[config.mk]
export PLATFORM = sky130hd
export DESIGN_NAME = msd_max_select_datapath
export DESIGN_NICKNAME = d
export VERILOG_FILES = /design/src/hdl/msd_max_select_datapath.v
export VERILOG_INCLUDE_DIRS = /design/src /design/src/hdl
export SDC_FILE = /design/constraint.sdc
export NUM_CORES = 1
export LEC_CHECK = 0
export BUFFER_PORTS_ARGS = -buffer_cell sky130_fd_sc_hd__buf_2
export CAP_MARGIN = 20
export CORE_MARGIN = 2
export CORE_UTILIZATION = 55
export CTS_BUF_LIST = sky130_fd_sc_hd__clkbuf_8
export DETAILED_ROUTE_END_ITERATION = 6
export PLACE_DENSITY = 0.79
export SLEW_MARGIN = 25
export SYNTH_ARGS = -nofsm -noshare
export SYNTH_HDL_FRONTEND = slang
export SYNTH_SLANG_ARGS = --single-unit
[constraint.sdc]
create_clock -name clk_i -period 4.9 [get_ports clk_i]
set_clock_uncertainty 0.1 [all_clocks]
set_input_delay 0.49 -clock clk_i [delete_from_list [all_inputs] [get_ports clk_i]]
set_output_delay 0.49 -clock clk_i [all_outputs]
set_load 0.03 [all_outputs]
[src/hdl/msd_map.vh]
// Opcode patterns, field positions and reset values for the max datapath.
`ifndef MSD_MAP_VH
`define MSD_MAP_VH
// ==========================================================================
// Opcode patterns (upper 24 bits; low 8 bits locate the operand)
// ==========================================================================
`define MSD_OPC_HALF_MAX   24'h560072
`define MSD_OPC_HALF_MASK  24'hfffffe
`define MSD_OPC_COND_MAX   24'h565100
`define MSD_OPC_WIDE_MAX   24'h566100
`define MSD_OPC_MASK_FULL  24'hffffff
// ==========================================================================
// Field positions
// ==========================================================================
`define MSD_HALF_SEL_BIT   8
`define MSD_OPC_TOP        31
`define MSD_OPC_LOW        8
`define MSD_FLAG_N_BIT     3
`define MSD_FLAG_Z_BIT     2
`define MSD_FLAG_C_BIT     1
`define MSD_FLAG_V_BIT     0
// ==========================================================================
// Reset values
// ==========================================================================
`define MSD_RST_SUM        32'h0000_0000
`define MSD_RST_PROD       32'h0000_0000
`define MSD_RST_CNT        16'h0000
`define MSD_RST_OPND       32'h0000_0000
// ==========================================================================
// Counts
// ==========================================================================
`define MSD_CNT_ONE        16'h0001
`endif

[src/hdl/msd_max_select_datapath.v]
// Maximum-selection datapath: signed half, wide and conditional unsigned max.
//
// Function
// - Half max compares selected half and operand signed, keeps larger.
// - Half max sets negative flag when half was below operand.
// - Half max sets zero flag when half equals operand.
// - Half max sets overflow when half below operand, never clears it.
// - Conditional unsigned max decoded from its pattern; not repeatable.
// - Negative set, zero clear: product register loads operand.
// - Negative clear, zero set, product below operand: load and set V.
// - Negative and zero both clear: product register unchanged.
// - Conditional compare is unsigned over the full 32 bits.
// - Conditional max sets overflow only in compare-and-load case.
// - Under a repeat prefix the conditional max clears count, runs once.
// - Wide max on the sum register decoded from its opcode pattern.
// - Wide max loads operand when sum register is below it.
// - Wide max sets zero flag when sum register equals operand.
// - Wide max negative flag from extended-precision difference sign.
// - Wide max clears carry on borrow, sets it otherwise.
// - Wide max sets overflow when sum below operand, never clears it.
// - Repeated wide max runs count plus one; overflow latches.
`timescale 1ns/1ps
`default_nettype none
`include "msd_map.vh"

// ==========================================================================
// Issue protocol
// ==========================================================================
// An instruction is taken on a rising edge that sees issue_valid_i and
// issue_ready_o high and repeat_prefix_i low. A prefix wins over an
// instruction in the same cycle and only arms the repeat counter.
// A single pass shows its results and the done_o pulse one cycle after
// the take. A repeated instruction keeps issue_ready_o low while its
// replay passes run, and done_o follows the last of them.
// Direct loads may meet an executing instruction in one cycle; the
// instruction then wins on every field that it writes.
// An unknown opcode changes no architectural state, pulses illegal_o and
// drops a pending repeat; the count register keeps its value.
module msd_max_select_datapath (
    input  wire        clk_i,
    input  wire        rst_n_i,
    // Instruction issue from the decode and fetch pipeline.
    input  wire        issue_valid_i,
    input  wire [31:0] opcode_i,
    input  wire [31:0] operand_i,
    output wire        issue_ready_o,
    // Repeat prefix: load the count for the next instruction.
    input  wire        repeat_prefix_i,
    input  wire [15:0] repeat_count_i,
    // Register load ports from the rest of the core.
    input  wire        sum_load_i,
    input  wire [31:0] sum_load_data_i,
    input  wire        prod_load_i,
    input  wire [31:0] prod_load_data_i,
    input  wire        flag_load_i,
    input  wire [3:0]  flag_load_data_i,
    // Architectural state.
    output wire [31:0] main_sum_register_o,
    output wire [31:0] product_reg_o,
    output wire [15:0] repeat_count_reg_o,
    output wire        flag_n_o,
    output wire        flag_z_o,
    output wire        flag_c_o,
    output wire        flag_v_o,
    output wire        busy_o,
    output wire        done_o,
    output wire        illegal_o
);

    // ======================================================================
    // State and decode
    // ======================================================================
    localparam [1:0] ST_IDLE = 2'b01;
    localparam [1:0] ST_REPT = 2'b10;

    reg [1:0]  state_q;
    reg [1:0]  state_d;
    reg [31:0] sum_q;
    reg [31:0] sum_d;
    reg [31:0] prod_q;
    reg [31:0] prod_d;
    reg [15:0] cnt_q;
    reg [15:0] cnt_d;
    reg        n_q;
    reg        n_d;
    reg        z_q;
    reg        z_d;
    reg        c_q;
    reg        c_d;
    reg        v_q;
    reg        v_d;
    reg        armed_q;
    reg        armed_d;
    reg        done_q;
    reg        done_d;
    reg        ill_q;
    reg        ill_d;
    reg        hsel_q;
    reg        hsel_d;
    reg        wide_q;
    reg        wide_d;
    reg [31:0] opnd_q;
    reg [31:0] opnd_d;

    // Bits 7:0 only locate the operand, which the fetch side has already
    // resolved, so decode looks at the upper 24 bits alone. The half max
    // pattern masks out its select bit; the other two match exactly.
    wire [23:0] opc_top = opcode_i[`MSD_OPC_TOP:`MSD_OPC_LOW];
    wire dec_half = (opc_top & `MSD_OPC_HALF_MASK) == `MSD_OPC_HALF_MAX;
    wire dec_cond = opc_top == `MSD_OPC_COND_MAX;
    wire dec_wide = opc_top == `MSD_OPC_WIDE_MAX;

    // ======================================================================
    // Compare units
    // ======================================================================
    // The operands in flight come from the latched copy while repeating.
    wire        use_wide = (state_q == ST_REPT) ? wide_q : dec_wide;
    wire        use_hsel = (state_q == ST_REPT) ? hsel_q
                           : opcode_i[`MSD_HALF_SEL_BIT];
    wire [31:0] use_opnd = (state_q == ST_REPT) ? opnd_q : operand_i;

    // Half max: select the word and compare it signed. A plain compare
    // would rank a negative half above every positive operand.
    wire [15:0] half_val = use_hsel ? sum_q[31:16] : sum_q[15:0];
    wire [15:0] half_op  = use_opnd[15:0];
    wire        half_lt;
    wire        half_eq;

    msd_cmp #(
        .W(16)
    ) msd_cmp_half_inst (
        .a_i   (half_val),
        .b_i   (half_op),
        .lt_o  (half_lt),
        .eq_o  (half_eq),
        .brw_o ()
    );

    // Wide max: the widened signed difference keeps the true sign even
    // where a 32-bit one would overflow; the unsigned one gives the borrow.
    wire        wide_lt;
    wire        wide_eq;
    wire        wide_brw;

    msd_cmp #(
        .W(32)
    ) msd_cmp_wide_inst (
        .a_i   (sum_q),
        .b_i   (use_opnd),
        .lt_o  (wide_lt),
        .eq_o  (wide_eq),
        .brw_o (wide_brw)
    );

    // Conditional max: full-width unsigned compare on the live operand,
    // since this instruction never replays.
    wire        prod_lt = prod_q < operand_i;

    // ======================================================================
    // Next-state logic
    // ======================================================================
    reg exec;

    always @* begin
        // Defaults hold every register; pulses fall back to zero.
        state_d = state_q;
        sum_d   = sum_q;
        prod_d  = prod_q;
        cnt_d   = cnt_q;
        n_d     = n_q;
        z_d     = z_q;
        c_d     = c_q;
        v_d     = v_q;
        armed_d = armed_q;
        done_d  = 1'b0;
        ill_d   = 1'b0;
        hsel_d  = hsel_q;
        wide_d  = wide_q;
        opnd_d  = opnd_q;
        exec    = 1'b0;

        // Direct loads go first so that an executing instruction, handled
        // further down, overrides the fields that it writes.
        if (sum_load_i) begin
            sum_d = sum_load_data_i;
        end
        if (prod_load_i) begin
            prod_d = prod_load_data_i;
        end
        if (flag_load_i) begin
            n_d = flag_load_data_i[`MSD_FLAG_N_BIT];
            z_d = flag_load_data_i[`MSD_FLAG_Z_BIT];
            c_d = flag_load_data_i[`MSD_FLAG_C_BIT];
            v_d = flag_load_data_i[`MSD_FLAG_V_BIT];
        end

        case (state_q)
            ST_IDLE: begin
                if (repeat_prefix_i) begin
                    cnt_d   = repeat_count_i;
                    armed_d = 1'b1;
                end else if (issue_valid_i) begin
                    exec = dec_half | dec_wide;
                    if (dec_cond) begin
                        // A pending repeat is dropped; the op runs once.
                        cnt_d   = `MSD_RST_CNT;
                        armed_d = 1'b0;
                        done_d  = 1'b1;
                        if (n_q && !z_q) begin
                            prod_d = operand_i;
                        end else if (!n_q && z_q && prod_lt) begin
                            prod_d = operand_i;
                            v_d    = 1'b1;
                        end
                        // Both flags clear: nothing changes.
                    end else if (!exec) begin
                        ill_d   = 1'b1;
                        armed_d = 1'b0;
                    end else if (armed_q && cnt_q != `MSD_RST_CNT) begin
                        // Remaining passes replay from latched copies.
                        state_d = ST_REPT;
                        hsel_d  = opcode_i[`MSD_HALF_SEL_BIT];
                        wide_d  = dec_wide;
                        opnd_d  = operand_i;
                        armed_d = 1'b0;
                    end else begin
                        armed_d = 1'b0;
                        done_d  = 1'b1;
                    end
                end
            end
            ST_REPT: begin
                // Each replay pass reruns the latched instruction and counts
                // down; the last pass returns to idle and signals done.
                exec  = 1'b1;
                cnt_d = cnt_q - `MSD_CNT_ONE;
                if (cnt_q == `MSD_CNT_ONE) begin
                    state_d = ST_IDLE;
                    done_d  = 1'b1;
                end
            end
            default: begin
                state_d = ST_IDLE;
            end
        endcase

        // One execute stage serves the first pass and every replay, which
        // keeps the flag rules in a single place.
        if (exec) begin
            if (use_wide) begin
                // V is only ever set here, so a flag latched by an earlier
                // replay pass survives every later one.
                if (wide_lt) begin
                    sum_d = use_opnd;
                    v_d   = 1'b1;
                end
                z_d = wide_eq;
                n_d = wide_lt;
                c_d = ~wide_brw;
            end else begin
                // The half max leaves the carry flag alone.
                if (half_lt) begin
                    if (use_hsel) begin
                        sum_d[31:16] = half_op;
                    end else begin
                        sum_d[15:0] = half_op;
                    end
                    v_d = 1'b1;
                end
                n_d = half_lt;
                z_d = half_eq;
            end
        end
    end

    // ======================================================================
    // Registers
    // ======================================================================
    // One synchronous reset for every register; its branch loads
    // constants only.
    always @(posedge clk_i) begin
        if (!rst_n_i) begin
            state_q <= ST_IDLE;
            sum_q   <= `MSD_RST_SUM;
            prod_q  <= `MSD_RST_PROD;
            cnt_q   <= `MSD_RST_CNT;
            n_q     <= 1'b0;
            z_q     <= 1'b0;
            c_q     <= 1'b0;
            v_q     <= 1'b0;
            armed_q <= 1'b0;
            done_q  <= 1'b0;
            ill_q   <= 1'b0;
            hsel_q  <= 1'b0;
            wide_q  <= 1'b0;
            opnd_q  <= `MSD_RST_OPND;
        end else begin
            state_q <= state_d;
            sum_q   <= sum_d;
            prod_q  <= prod_d;
            cnt_q   <= cnt_d;
            n_q     <= n_d;
            z_q     <= z_d;
            c_q     <= c_d;
            v_q     <= v_d;
            armed_q <= armed_d;
            done_q  <= done_d;
            ill_q   <= ill_d;
            hsel_q  <= hsel_d;
            wide_q  <= wide_d;
            opnd_q  <= opnd_d;
        end
    end

    // done_o and illegal_o are one-cycle pulses from flip-flops, and
    // busy_o mirrors the replay state.
    // The pipeline must hold off while replayed passes are running.
    assign issue_ready_o       = (state_q == ST_IDLE);
    assign busy_o              = (state_q == ST_REPT);
    assign main_sum_register_o = sum_q;
    assign product_reg_o       = prod_q;
    assign repeat_count_reg_o  = cnt_q;
    assign flag_n_o            = n_q;
    assign flag_z_o            = z_q;
    assign flag_c_o            = c_q;
    assign flag_v_o            = v_q;
    assign done_o              = done_q;
    assign illegal_o           = ill_q;

endmodule // msd_max_select_datapath

// ==========================================================================
// Compare unit shared by the half and the wide maximum
// ==========================================================================
module msd_cmp #(
    parameter W = 16
) (
    input  wire [W-1:0] a_i,
    input  wire [W-1:0] b_i,
    output wire         lt_o,
    output wire         eq_o,
    output wire         brw_o
);

    // Both differences are one bit wider than the operands, so their top
    // bit is the true sign and the true borrow; neither can overflow.
    wire [W:0] sdiff = {a_i[W-1], a_i} - {b_i[W-1], b_i};
    wire [W:0] udiff = {1'b0, a_i} - {1'b0, b_i};

    assign lt_o  = sdiff[W];
    assign eq_o  = (a_i == b_i);
    assign brw_o = udiff[W];

endmodule // msd_cmp
`default_nettype wire

==> run summary, run 1 <==
Final core utilization - 66.7%
Grt total ovfl - 0
DP Wirelength - 19100 microns
Netlist cell types - 80
Synthesized net count - 1280
Final ANT Viol Nets - 0
Worst-path clk slew - 0.08 ns
Detailed-route DRC error count - 0
Synth async-reset ratio - 0%
Sequential share of power - 40.4%
Setup crit end kind - flop
Largest net degree at the start of global routing - 101
Cell area power density - 253 nW/um^2
Vias in the first global route - 8271
FP Rows - 46
Finished Layout Cells - 1471
DR vias - 8642
H-tree levels - 4
Yosys warns - 0
EDFF count, synth - 0
Clock network fraction of total power - 36.7%
Setup TNS - 0 ns
Max Fclk - 221 MHz
Worst EP required - 5.18 ns
Die W - 132 microns
Crit path max fanout - 26
Max Cap Violations - 0
Post-CTS sizing - 0
Hold buffers post-CTS - 0
Vias/cell - 5.87
FF+latch count, synth - 123
Worst hold stages - 3
Slew Viols, Final - 0
CP Launch Type - flop
Routed Wire Length - 25500 microns
Initial Util - 56.3%
Syn avg cell area - 8.61 sq um
Die ar. - 17400 sq um
Top FF cell, synth - dfxtp_1
Die Y - 132 microns
Routed wire per std cell - 17.3 microns
Worst path most repeated cell - buf_4
Endpoints failing setup - 0
Longest Clk Path Bufs - 2
CTS buffer count - 17
Io pins - 243
Crit Path Category - flop to flop
N_diodes - 0
CTS tree - yes
Placed Area - 10200 sq um
Unrepaired setup endpoints after global routing - false
Post-Syn Area - 8970 sq um
Placed cells - 1439
First-pass GRT wire length - 41300 microns
Root Driver - clkbuf_8
1st-iter DRT viols - 748
Reg2Reg Depth - 13
VDD IR max - 0.000172 V
Combinational power share - 22.9%
Slowest Stage Delay on Critical Path - 0.64 ns
Worst-Margin Slew - 1.01 ns
Gpl congestion - 0.956
Switch Pwr - 0.000877 W
Tmin final - 4.53 ns
Post-CTS Setup Bufs - 0
Crit path DAT - 4.81 ns
Final Cell Area - 10600 sq um
Layout cells sized above 1 - 30.5%
Leak - 4.91 nW
Worst Hold Class - input pin to flop
Nets - 1480
Initial DRT Pass Iterations - 5
Total core area - 15900 sq um
Slew margin rel. - 32.6%
Worst path slowest cell - a2111oi_1
Final hold violation count - 0
Int Power - 0.00181 W
Total Routing Usage GR - 29.2%
Status - finished, final reports clean
Latest clock arrival within the worst-skew pair - 0.46 ns
Crit share post-route - 92.4%
Area delta synth->final - 18.5%
Sw frac - 32.6%
Post-synthesis cell count - 1042
Crit-path cells - inv_1 -> ha_2 -> mux2i_2 -> buf_4 -> mux2_2 -> ha_1 -> a21o_1 -> a2111oi_1 -> a32oi_4 -> nor3_2 -> a32o_1 -> buf_4 -> mux2i_1
Initial antenna violation count - 0
Seq/Total Area, Yosys - 27.4%
TritonCTS Sinks - 123
Port Buf Inserts - 234
[cell usage after synthesis (3+ instances only)]
cell type  number  area [sq um]
a211oi_1        6          45.0
a21boi_0        3          22.5
a21o_1         10          75.1
a21oi_1        74           370
a221oi_1        3          26.3
a221oi_2        9           135
a22oi_1         6          45.0
a31oi_1        10          62.6
a32oi_1         5          43.8
a41o_1         10           100
and2_1          3          18.8
and4_1          3          26.3
buf_1           7          26.3
buf_2          11          55.1
buf_6           6          67.6
clkbuf_1       36           135
dfxtp_1       123          2460
ha_1           83          1040
inv_1          53           199
mux2_1          6          67.6
mux2_2         64           721
mux2i_1        85           851
nand2_1       181           679
nand2b_1        9          56.3
nand3_1         8          40.0
nand4_1        19           119
nor2_1         47           176
nor2b_1         6          37.5
nor3_1         14          70.1
nor3_2          3          30.0
nor4_1         14          87.6
nor4_2          4          50.1
o211a_1         3          30.0
o211ai_1        5          37.5
o21a_1          5          37.5
o21ai_0        25           125
o21ai_1         5          25.0
o221a_2         4          45.0
o31a_1         12           105
o41ai_1         7          61.3
or2_2           6          37.5
[kinds of logic after synthesis]
kind of cell	synth area share, %
simple gates	18.5
compound gates	18.2
xor+xnor	0.195
mux	18.3
buf+inv	5.76
fa+ha+maj	11.6
flops	27.4
[power by group through the flow]
stage / registers [W] / clock network (W) / logic, W
after floorplan: 0.00117 / 0 / 0.000332
after global placement: 0.00111 / 0 / 0.000590
after detailed placement: 0.00111 / 0 / 0.000605
after CTS: 0.00109 / 0.000998 / 0.000611
after global routing: 0.00109 / 0.00104 / 0.000675
final: 0.00109 / 0.000989 / 0.000617
[per-stage QoR]
step	power [W]	hold WS, ns	setup WS, ns
floorplan	0.00150	0.328	0.311
detailed placement	0.00171	0.345	0.427
global placement	0.00170	0.334	0.556
global route	0.00281	0.171	0.189
CTS	0.00269	0.181	0.436
finish	0.00269	0.199	0.374
[path summary, 6_finish.rpt]
path | end | slack (ns) | start
worst max register to register | main_sum_register_o[14] | 0.37 | state_q[0]
worst max-delay path | main_sum_register_o[14] | 0.37 | state_q[0]
worst min register to register | opnd_q[30] | 0.35 | opnd_q[30]
worst min-delay path | product_reg_o[13] | 0.20 | operand_i[13]
[state kept, by name, indices dropped and copies added, names as in the netlist, 2 cells and up]
register	flops
repeat_count_reg_o	16
opnd_q	32
product_reg_o	32
main_sum_register_o	32
state_q	2
[layout by cell type, fill, tap and decap left out, drive strengths merged, types with 4 or more instances in the layout]
cell type / count
a41o: 10
nor2: 47
nor3: 17
a21boi: 4
o211ai: 5
a22oi: 6
mux2i: 85
nand2b: 9
inv: 62
or2: 6
a21oi: 74
o221a: 4
nand2: 181
nand4: 20
dfxtp: 123
mux2: 70
nor4: 20
a221oi: 12
a21o: 10
o21a: 5
nand3: 10
buf: 244
o21ai: 31
a31oi: 11
o31a: 12
nor2b: 6
ha: 83
a211oi: 6
clkbuf: 18
o41ai: 7
a32oi: 6
[area by class of cell]
type	count	area (sq um)
clock buffer	18	248
clock inverter	14	181
fill	1337	5310
inverter	54	203
multi-input combinational	802	6010
sequential	123	2460
tap	216	270
timing repair buffer	244	1260
[critical path, delay by kind of cell (launching register included)]
family	cells	cell delay, ns
flops	1	0.33
fa+ha+maj	2	0.54
simple gates	1	0.24
buf+inv	3	0.72
mux	3	0.81
compound gates	4	1.68
[routing by layer]
metal,track usage [%],wire length (microns)
met1,37.4,11100
met2,49.1,12200
met3,5.98,1650
met4,9.66,527
met5,0,0
(Power assumes the default switching activity.)
==> inputs of run 2 (changes only) <==
--- a/config.mk
+++ b/config.mk
@@ -8,6 +8,7 @@
 export LEC_CHECK = 0
 export BUFFER_PORTS_ARGS = -buffer_cell sky130_fd_sc_hd__buf_2
 export CAP_MARGIN = 20
+export CORE_ASPECT_RATIO = 1.75
 export CORE_MARGIN = 2
 export CORE_UTILIZATION = 55
 export CTS_BUF_LIST = sky130_fd_sc_hd__clkbuf_8
==> run 2 against run 1 <==
Fmax fell by 0.20%. Register-to-register slack hardly changed. Largest power group unchanged. Sequential cell count is the same. Critical path depth decreased by 1. Sequential power about the same. Critical endpoint is now main_sum_register_o[15]. Highest routed layer unchanged. Clock-buffer cell count stayed put.
==> run summary, run 2 (synthesis results as in run 1) <==
Status - finished, final reports clean
GR Util met3 - 4.61% (-1.4 points)
Total core area - 16000 sq um (about the same)
First-pass GRT wire length - 41700 microns (+0.98%)
VDD IR max - 0.000169 V (-1.9%)
Crit path max fanout - 81 (+210%)
Latest clock arrival within the worst-skew pair - 0.46 ns (about the same)
Total Routing Usage GR - 29.8% (+0.66 points)
Most common cell after layout, fill and taps aside - buf_2
Int Power - 0.00176 W (-3.2%)
N_diodes - 0 (unchanged)
Routed wire per std cell - 18.2 microns (+5.0%)
GR met2 Demand/Resource - 56.6% (+7.5 points)
DP Wirelength - 20400 microns (+6.8%)
Die Y - 173 microns (+31%)
M1 GR Usage - 30.4% (-7.0 points)
PnR worst setup slack - 0.365 ns (-0.00921 ns)
Final ANT Viol Nets - 0 (unchanged)
Pre-CTS setup slack - 0.387 ns (-0.0404 ns)
Hold buffers post-CTS - 0 (unchanged)
Detailed-route DRC error count - 0 (unchanged)
Setup TNS - 0 ns (unchanged)
Switch Pwr - 0.000878 W (about the same)
Leak - 4.92 nW (+0.18%)
Worst-Margin Slew - 1.05 ns (+0.0360 ns)
Final hold violation count - 0 (unchanged)
Crit Path Category - flop to flop
Crit share post-route - 92.6% (+0.19 points)
Routed Wire Length - 26300 microns (+3.4%)
Crit path DAT - 4.77 ns (-0.04 ns)
Initial Util - 56.2% (about the same)
Initial antenna violation count - 0 (unchanged)
Hold path start - operand_i[7]
CTS tree - yes
Sw frac - 33.3% (+0.73 points)
Worst-path clk slew - 0.09 ns (about the same)
Setup crit end kind - flop
Max Fclk - 221 MHz (-0.20%)
Vias/cell - 6.00 (+2.1%)
Vias in the first global route - 8661 (+4.7%)
1st-iter DRT viols - 393 (-47%)
Slew margin rel. - 30.2% (-2.4 points)
Cell area power density - 248 nW/um^2 (-1.8%)
TritonCTS Sinks - 123 (unchanged)
Final Power - 0.00263 W (-2.2%)
Slew Viols, Final - 0 (unchanged)
Tmin final - 4.53 ns (+0.00921 ns)
Max Cap Violations - 0 (unchanged)
Combinational power share - 23.4% (+0.5 points)
R2r endpoint - main_sum_register_o[15]
Die ar. - 17400 sq um (+0.23%)
Die W - 101 microns (-24%)
Post-CTS Setup Bufs - 0 (unchanged)
CTS buffer count - 17 (unchanged)
Setup slack, reg-to-reg - 0.37 ns (about the same)
R2r startpoint - state_q[0]
Busiest grt layer - met2
DR vias - 8686 (+0.51%)
Reg2Reg Depth - 12 (-1)
Endpoints failing setup - 0 (unchanged)
Layout cells sized above 1 - 30.7% (+0.22 points)
Initial DRT Pass Iterations - 5 (unchanged)
H-tree levels - 4 (unchanged)
Gpl congestion - 0.942 (-1.5%)
Unrepaired setup endpoints after global routing - false
Nets - 1485 (+0.34%)
FP Rows - 61 (+33%)
Worst Hold Class - input pin to flop
Clock network fraction of total power - 35.3% (-1.4 points)
Commonest non-fill, non-tap cells in the layout - buf_2, nand2_1, dfxtp_1, mux2i_1, ha_1
Worst EP required - 5.13 ns (-0.05 ns)
Io pins - 243 (unchanged)
Largest net degree at the start of global routing - 82 (-19%)
Area delta synth->final - 18.1%
Grt total ovfl - 0 (unchanged)
CP Launch Type - flop
Sequential share of power - 41.3% (+0.9 points)
Longest Clk Path Bufs - 2 (unchanged)
Root Driver - clkbuf_8
Post-CTS sizing - 0 (unchanged)
Port Buf Inserts - 234 (unchanged)
Hold Path Sink - product_reg_o[7]
Worst hold stages - 3 (unchanged)
## run 2: how the worst max path moves through the flow
stage	startpoint	end	slack (ns)	depth (start not counted)
2_1_floorplan	state_q[0]	main_sum_register_o[15]	0.31	16
3_3_place_gp	state_q[0]	main_sum_register_o[1]	0.40	12
3_5_place_dp	state_q[0]	main_sum_register_o[15]	0.39	12
4_1_cts	state_q[0]	main_sum_register_o[15]	0.37	12
5_1_grt	state_q[0]	main_sum_register_o[1]	0.09	12
6_report	state_q[0]	main_sum_register_o[15]	0.37	12
## run 2: per-layer routing
layer / wire (microns) / vias up
met5: 0 / -
met4: 1210 / 0
met3: 1340 / 76
met2: 14300 / 303
met1: 9520 / 4084
li1: - / 4223
## run 2: per-stage QoR
| step | instances | area [sq um] | utilization [%] | hold slack [ns] |
|---|---|---|---|---|
| floorplan | 1042 | 8970 | - | 0.328 |
| global placement | 1417 | 10200 | 64.0 | 0.336 |
| detailed placement | 1417 | 10200 | 64.0 | 0.344 |
| CTS | 1448 | 10600 | 66.4 | 0.196 |
| global route | 1448 | 10600 | 66.5 | 0.205 |
| finish | 1448 | 10600 | 66.5 | 0.200 |
## run 2: layout make-up
type                       count  area (sq um)
clock buffer                  18           248
clock inverter                13           144
fill                        1394          5350
inverter                      54           203
multi-input combinational    802          6010
sequential                   123          2460
tap                          189           236
timing repair buffer         249          1300
## run 2: worst max-delay path, stage by stage (launching register included)
cell,delay [ns]
dfxtp_1,0.36
inv_1,0.06
ha_2,0.21
buf_12,0.24
o21ai_0,0.38
inv_1,0.18
ha_1,0.32
a21o_1,0.18
a2111oi_1,0.62
a32oi_4,0.21
nor3_2,0.25
a32o_1,0.87
mux2_1,0.39
## run 2: power by group through the flow
stage | combinational [W] | clock [W] | sequential (W)
final | 0.000617 | 0.000929 | 0.00109
after global routing | 0.000674 | 0.000972 | 0.00109
after CTS | 0.000615 | 0.000929 | 0.00109
after detailed placement | 0.000611 | 0 | 0.00111
after global placement | 0.000596 | 0 | 0.00111
after floorplan | 0.000332 | 0 | 0.00117
==> inputs of run 3 (changes only) <==
--- a/config.mk
+++ b/config.mk
@@ -13,7 +13,7 @@
 export CORE_UTILIZATION = 55
 export CTS_BUF_LIST = sky130_fd_sc_hd__clkbuf_8
 export DETAILED_ROUTE_END_ITERATION = 6
-export PLACE_DENSITY = 0.79
+export PLACE_DENSITY = 0.83
 export SLEW_MARGIN = 25
 export SYNTH_ARGS = -nofsm -noshare
 export SYNTH_HDL_FRONTEND = slang
==> constraint.sdc (replaced) <==
create_clock -name clk_i -period 4.75 [get_ports clk_i]
set_clock_uncertainty 0.1 [all_clocks]
set_input_delay 0.475 -clock clk_i [delete_from_list [all_inputs] [get_ports clk_i]]
set_output_delay 0.475 -clock clk_i [all_outputs]
set_load 0.03 [all_outputs]
==> run 3 against run 2 <==
Via count grew 0.93%. Highest routed layer unchanged. Total power grew 5.4%. Register-to-register slack lost 0.07 ns. Global-route usage grew 0.47 points. Critical path type unchanged. Worst setup slack lost 0.075 ns. Die area is the same. Sequential cell count is the same. Final cell count grew 0.41%. Wire length grew 0.45%. Non-clock buffer count grew 5. Largest power group unchanged.
==> run summary, run 3 (synthesis results as in run 1) <==
Grt total ovfl - 0 (unchanged)
FP Rows - 61 (unchanged)
Port Buf Inserts - 234 (unchanged)
Total Routing Usage GR - 30.3% (+0.47 points)
Die Y - 173 microns (unchanged)
CTS buffer count - 17 (unchanged)
VDD IR max - 0.000188 V (+11%)
Initial DRT Pass Iterations - 5 (unchanged)
Routed Wire Length - 26500 microns (+0.45%)
Fill cells - 1360 (-2.4%)
Crit path DAT - 4.74 ns (-0.03 ns)
Root Driver - clkbuf_8
Latest clock arrival within the worst-skew pair - 0.46 ns (about the same)
Post-CTS sizing - 0 (unchanged)
1st-iter DRT viols - 352 (-10%)
Setup TNS - 0 ns (unchanged)
Die ar. - 17400 sq um (unchanged)
H-tree levels - 4 (unchanged)
Nets - 1490 (+0.34%)
Area delta synth->final - 19.0%
Setup crit end kind - flop
Crit Path Category - flop to flop
Max Cap Violations - 0 (unchanged)
DP Wirelength - 20500 microns (+0.89%)
Fin Hold WS - 0.178 ns (-0.0218 ns)
Tmin final - 4.46 ns (-0.0750 ns)
Worst EP required - 5.03 ns (-0.10 ns)
Initial Util - 56.2% (unchanged)
Worst-path clk slew - 0.08 ns (about the same)
PnR worst setup slack - 0.290 ns (-0.0750 ns)
Longest Clk Path Bufs - 2 (unchanged)
Slew margin rel. - 33.6% (+3.4 points)
Largest net degree at the start of global routing - 101 (+23%)
Detailed-route DRC error count - 0 (unchanged)
Crit path max fanout - 14 (-83%)
TritonCTS Sinks - 123 (unchanged)
Worst Hold Class - input pin to flop
Routed wire per std cell - 18.2 microns (about the same)
DR vias - 8767 (+0.93%)
Endpoints failing setup - 0 (unchanged)
Slew Viols, Final - 0 (unchanged)
CP Launch Type - flop
Final hold violation count - 0 (unchanged)
Gpl congestion - 0.977 (+3.7%)
Vias in the first global route - 8846 (+2.1%)
Unrepaired setup endpoints after global routing - false
N_diodes - 0 (unchanged)
Crit share post-route - 93.9% (+1.3 points)
Most common cell after layout, fill and taps aside - buf_2
Vias/cell - 6.03 (+0.52%)
Commonest non-fill, non-tap cells in the layout - buf_2, nand2_1, dfxtp_1, mux2i_1, ha_1
First-pass GRT wire length - 42300 microns (+1.3%)
Pre-CTS setup slack - 0.407 ns (+0.0203 ns)
Status - finished, final reports clean
Reg area - 2460 sq um (unchanged)
Worst hold stages - 3 (unchanged)
Cell area power density - 260 nW/um^2 (+4.7%)
Hold buffers post-CTS - 0 (unchanged)
CTS tree - yes
Layout cells sized above 1 - 31.0% (+0.25 points)
Initial antenna violation count - 1 (+1)
Die W - 101 microns (unchanged)
Final ANT Viol Nets - 0 (unchanged)
Max Fclk - 224 MHz (+1.7%)
Reg2Reg Depth - 14 (+2)
Io pins - 243 (unchanged)
Leak - 4.94 nW (+0.57%)
Area occupied by multi-input gates - 6010 sq um (unchanged)
Worst-Margin Slew - 0.996 ns (-0.0513 ns)
Total core area - 16000 sq um (unchanged)
Post-CTS Setup Bufs - 0 (unchanged)
[run 3: cell types whose count changed in the layout (fill, tap and decap cells not counted)]
cell / before / now
inv_1: 53 / 54
clkinv_2: 3 / 0
clkinvlp_4: 1 / 5
bufinv_16: 2 / 3
buf_4: 14 / 19
inv_6: 3 / 2
clkbuf_8: 18 / 19
clkinv_4: 4 / 2
[run 3: per-stage QoR]
stage	total power [W]	area, sq um	utilization [%]	std cells
2_1_floorplan	0.00155	8970	-	1042
3_3_place_gp	0.00176	10200	64.2	1422
3_5_place_dp	0.00178	10200	64.2	1422
4_1_cts	0.00278	10700	66.9	1454
5_1_grt	0.00290	10700	66.9	1454
6_report	0.00278	10700	66.9	1454
[run 3: path summary, 6_finish.rpt]
kind / from / to / slack (ns)
max: state_q[0] / main_sum_register_o[12] / 0.29
min: operand_i[8] / opnd_q[8] / 0.18
max reg2reg: state_q[0] / main_sum_register_o[12] / 0.29
min reg2reg: opnd_q[14] / opnd_q[14] / 0.35
[run 3: area by class of cell]
cell class	instances	share of cell area [%]
Tap cell	189	2.22
Clock buffer	19	2.45
Sequential cell	123	23.1
Timing Repair Buffer	254	12.5
Multi-Input combinational cell	802	56.3
Inverter	54	1.90
Clock inverter	13	1.56
[run 3: metal layers]
| layer | GRT usage, % | vias to the layer above | wire (microns) |
|---|---|---|---|
| met3 | 6.18 | 109 | 1390 |
| met4 | 17.6 | 0 | 1520 |
| met5 | 0 | - | 0 |
| met1 | 31.0 | 4092 | 9480 |
| met2 | 55.3 | 339 | 14100 |
| li1 | - | 4227 | - |
[run 3: where the power goes]
part	total, W	switching (W)	internal, W
combinational	0.000642	0.000382	0.000260
clock	0.00101	0.000462	0.000549
sequential	0.00112	0.0000508	0.00107
total	0.00278	0.000894	0.00188
[run 3: worst max-delay path: stages (launching register included)]
cell	delay, ns
dfxtp_1	0.33
inv_1	0.07
ha_2	0.23
mux2i_2	0.59
buf_4	0.34
mux2_2	0.36
ha_1	0.31
nor2b_1	0.14
o211a_1	0.20
o21ai_1	0.28
a32oi_4	0.17
nor3_2	0.32
a32o_1	0.47
buf_4	0.29
mux2i_1	0.19
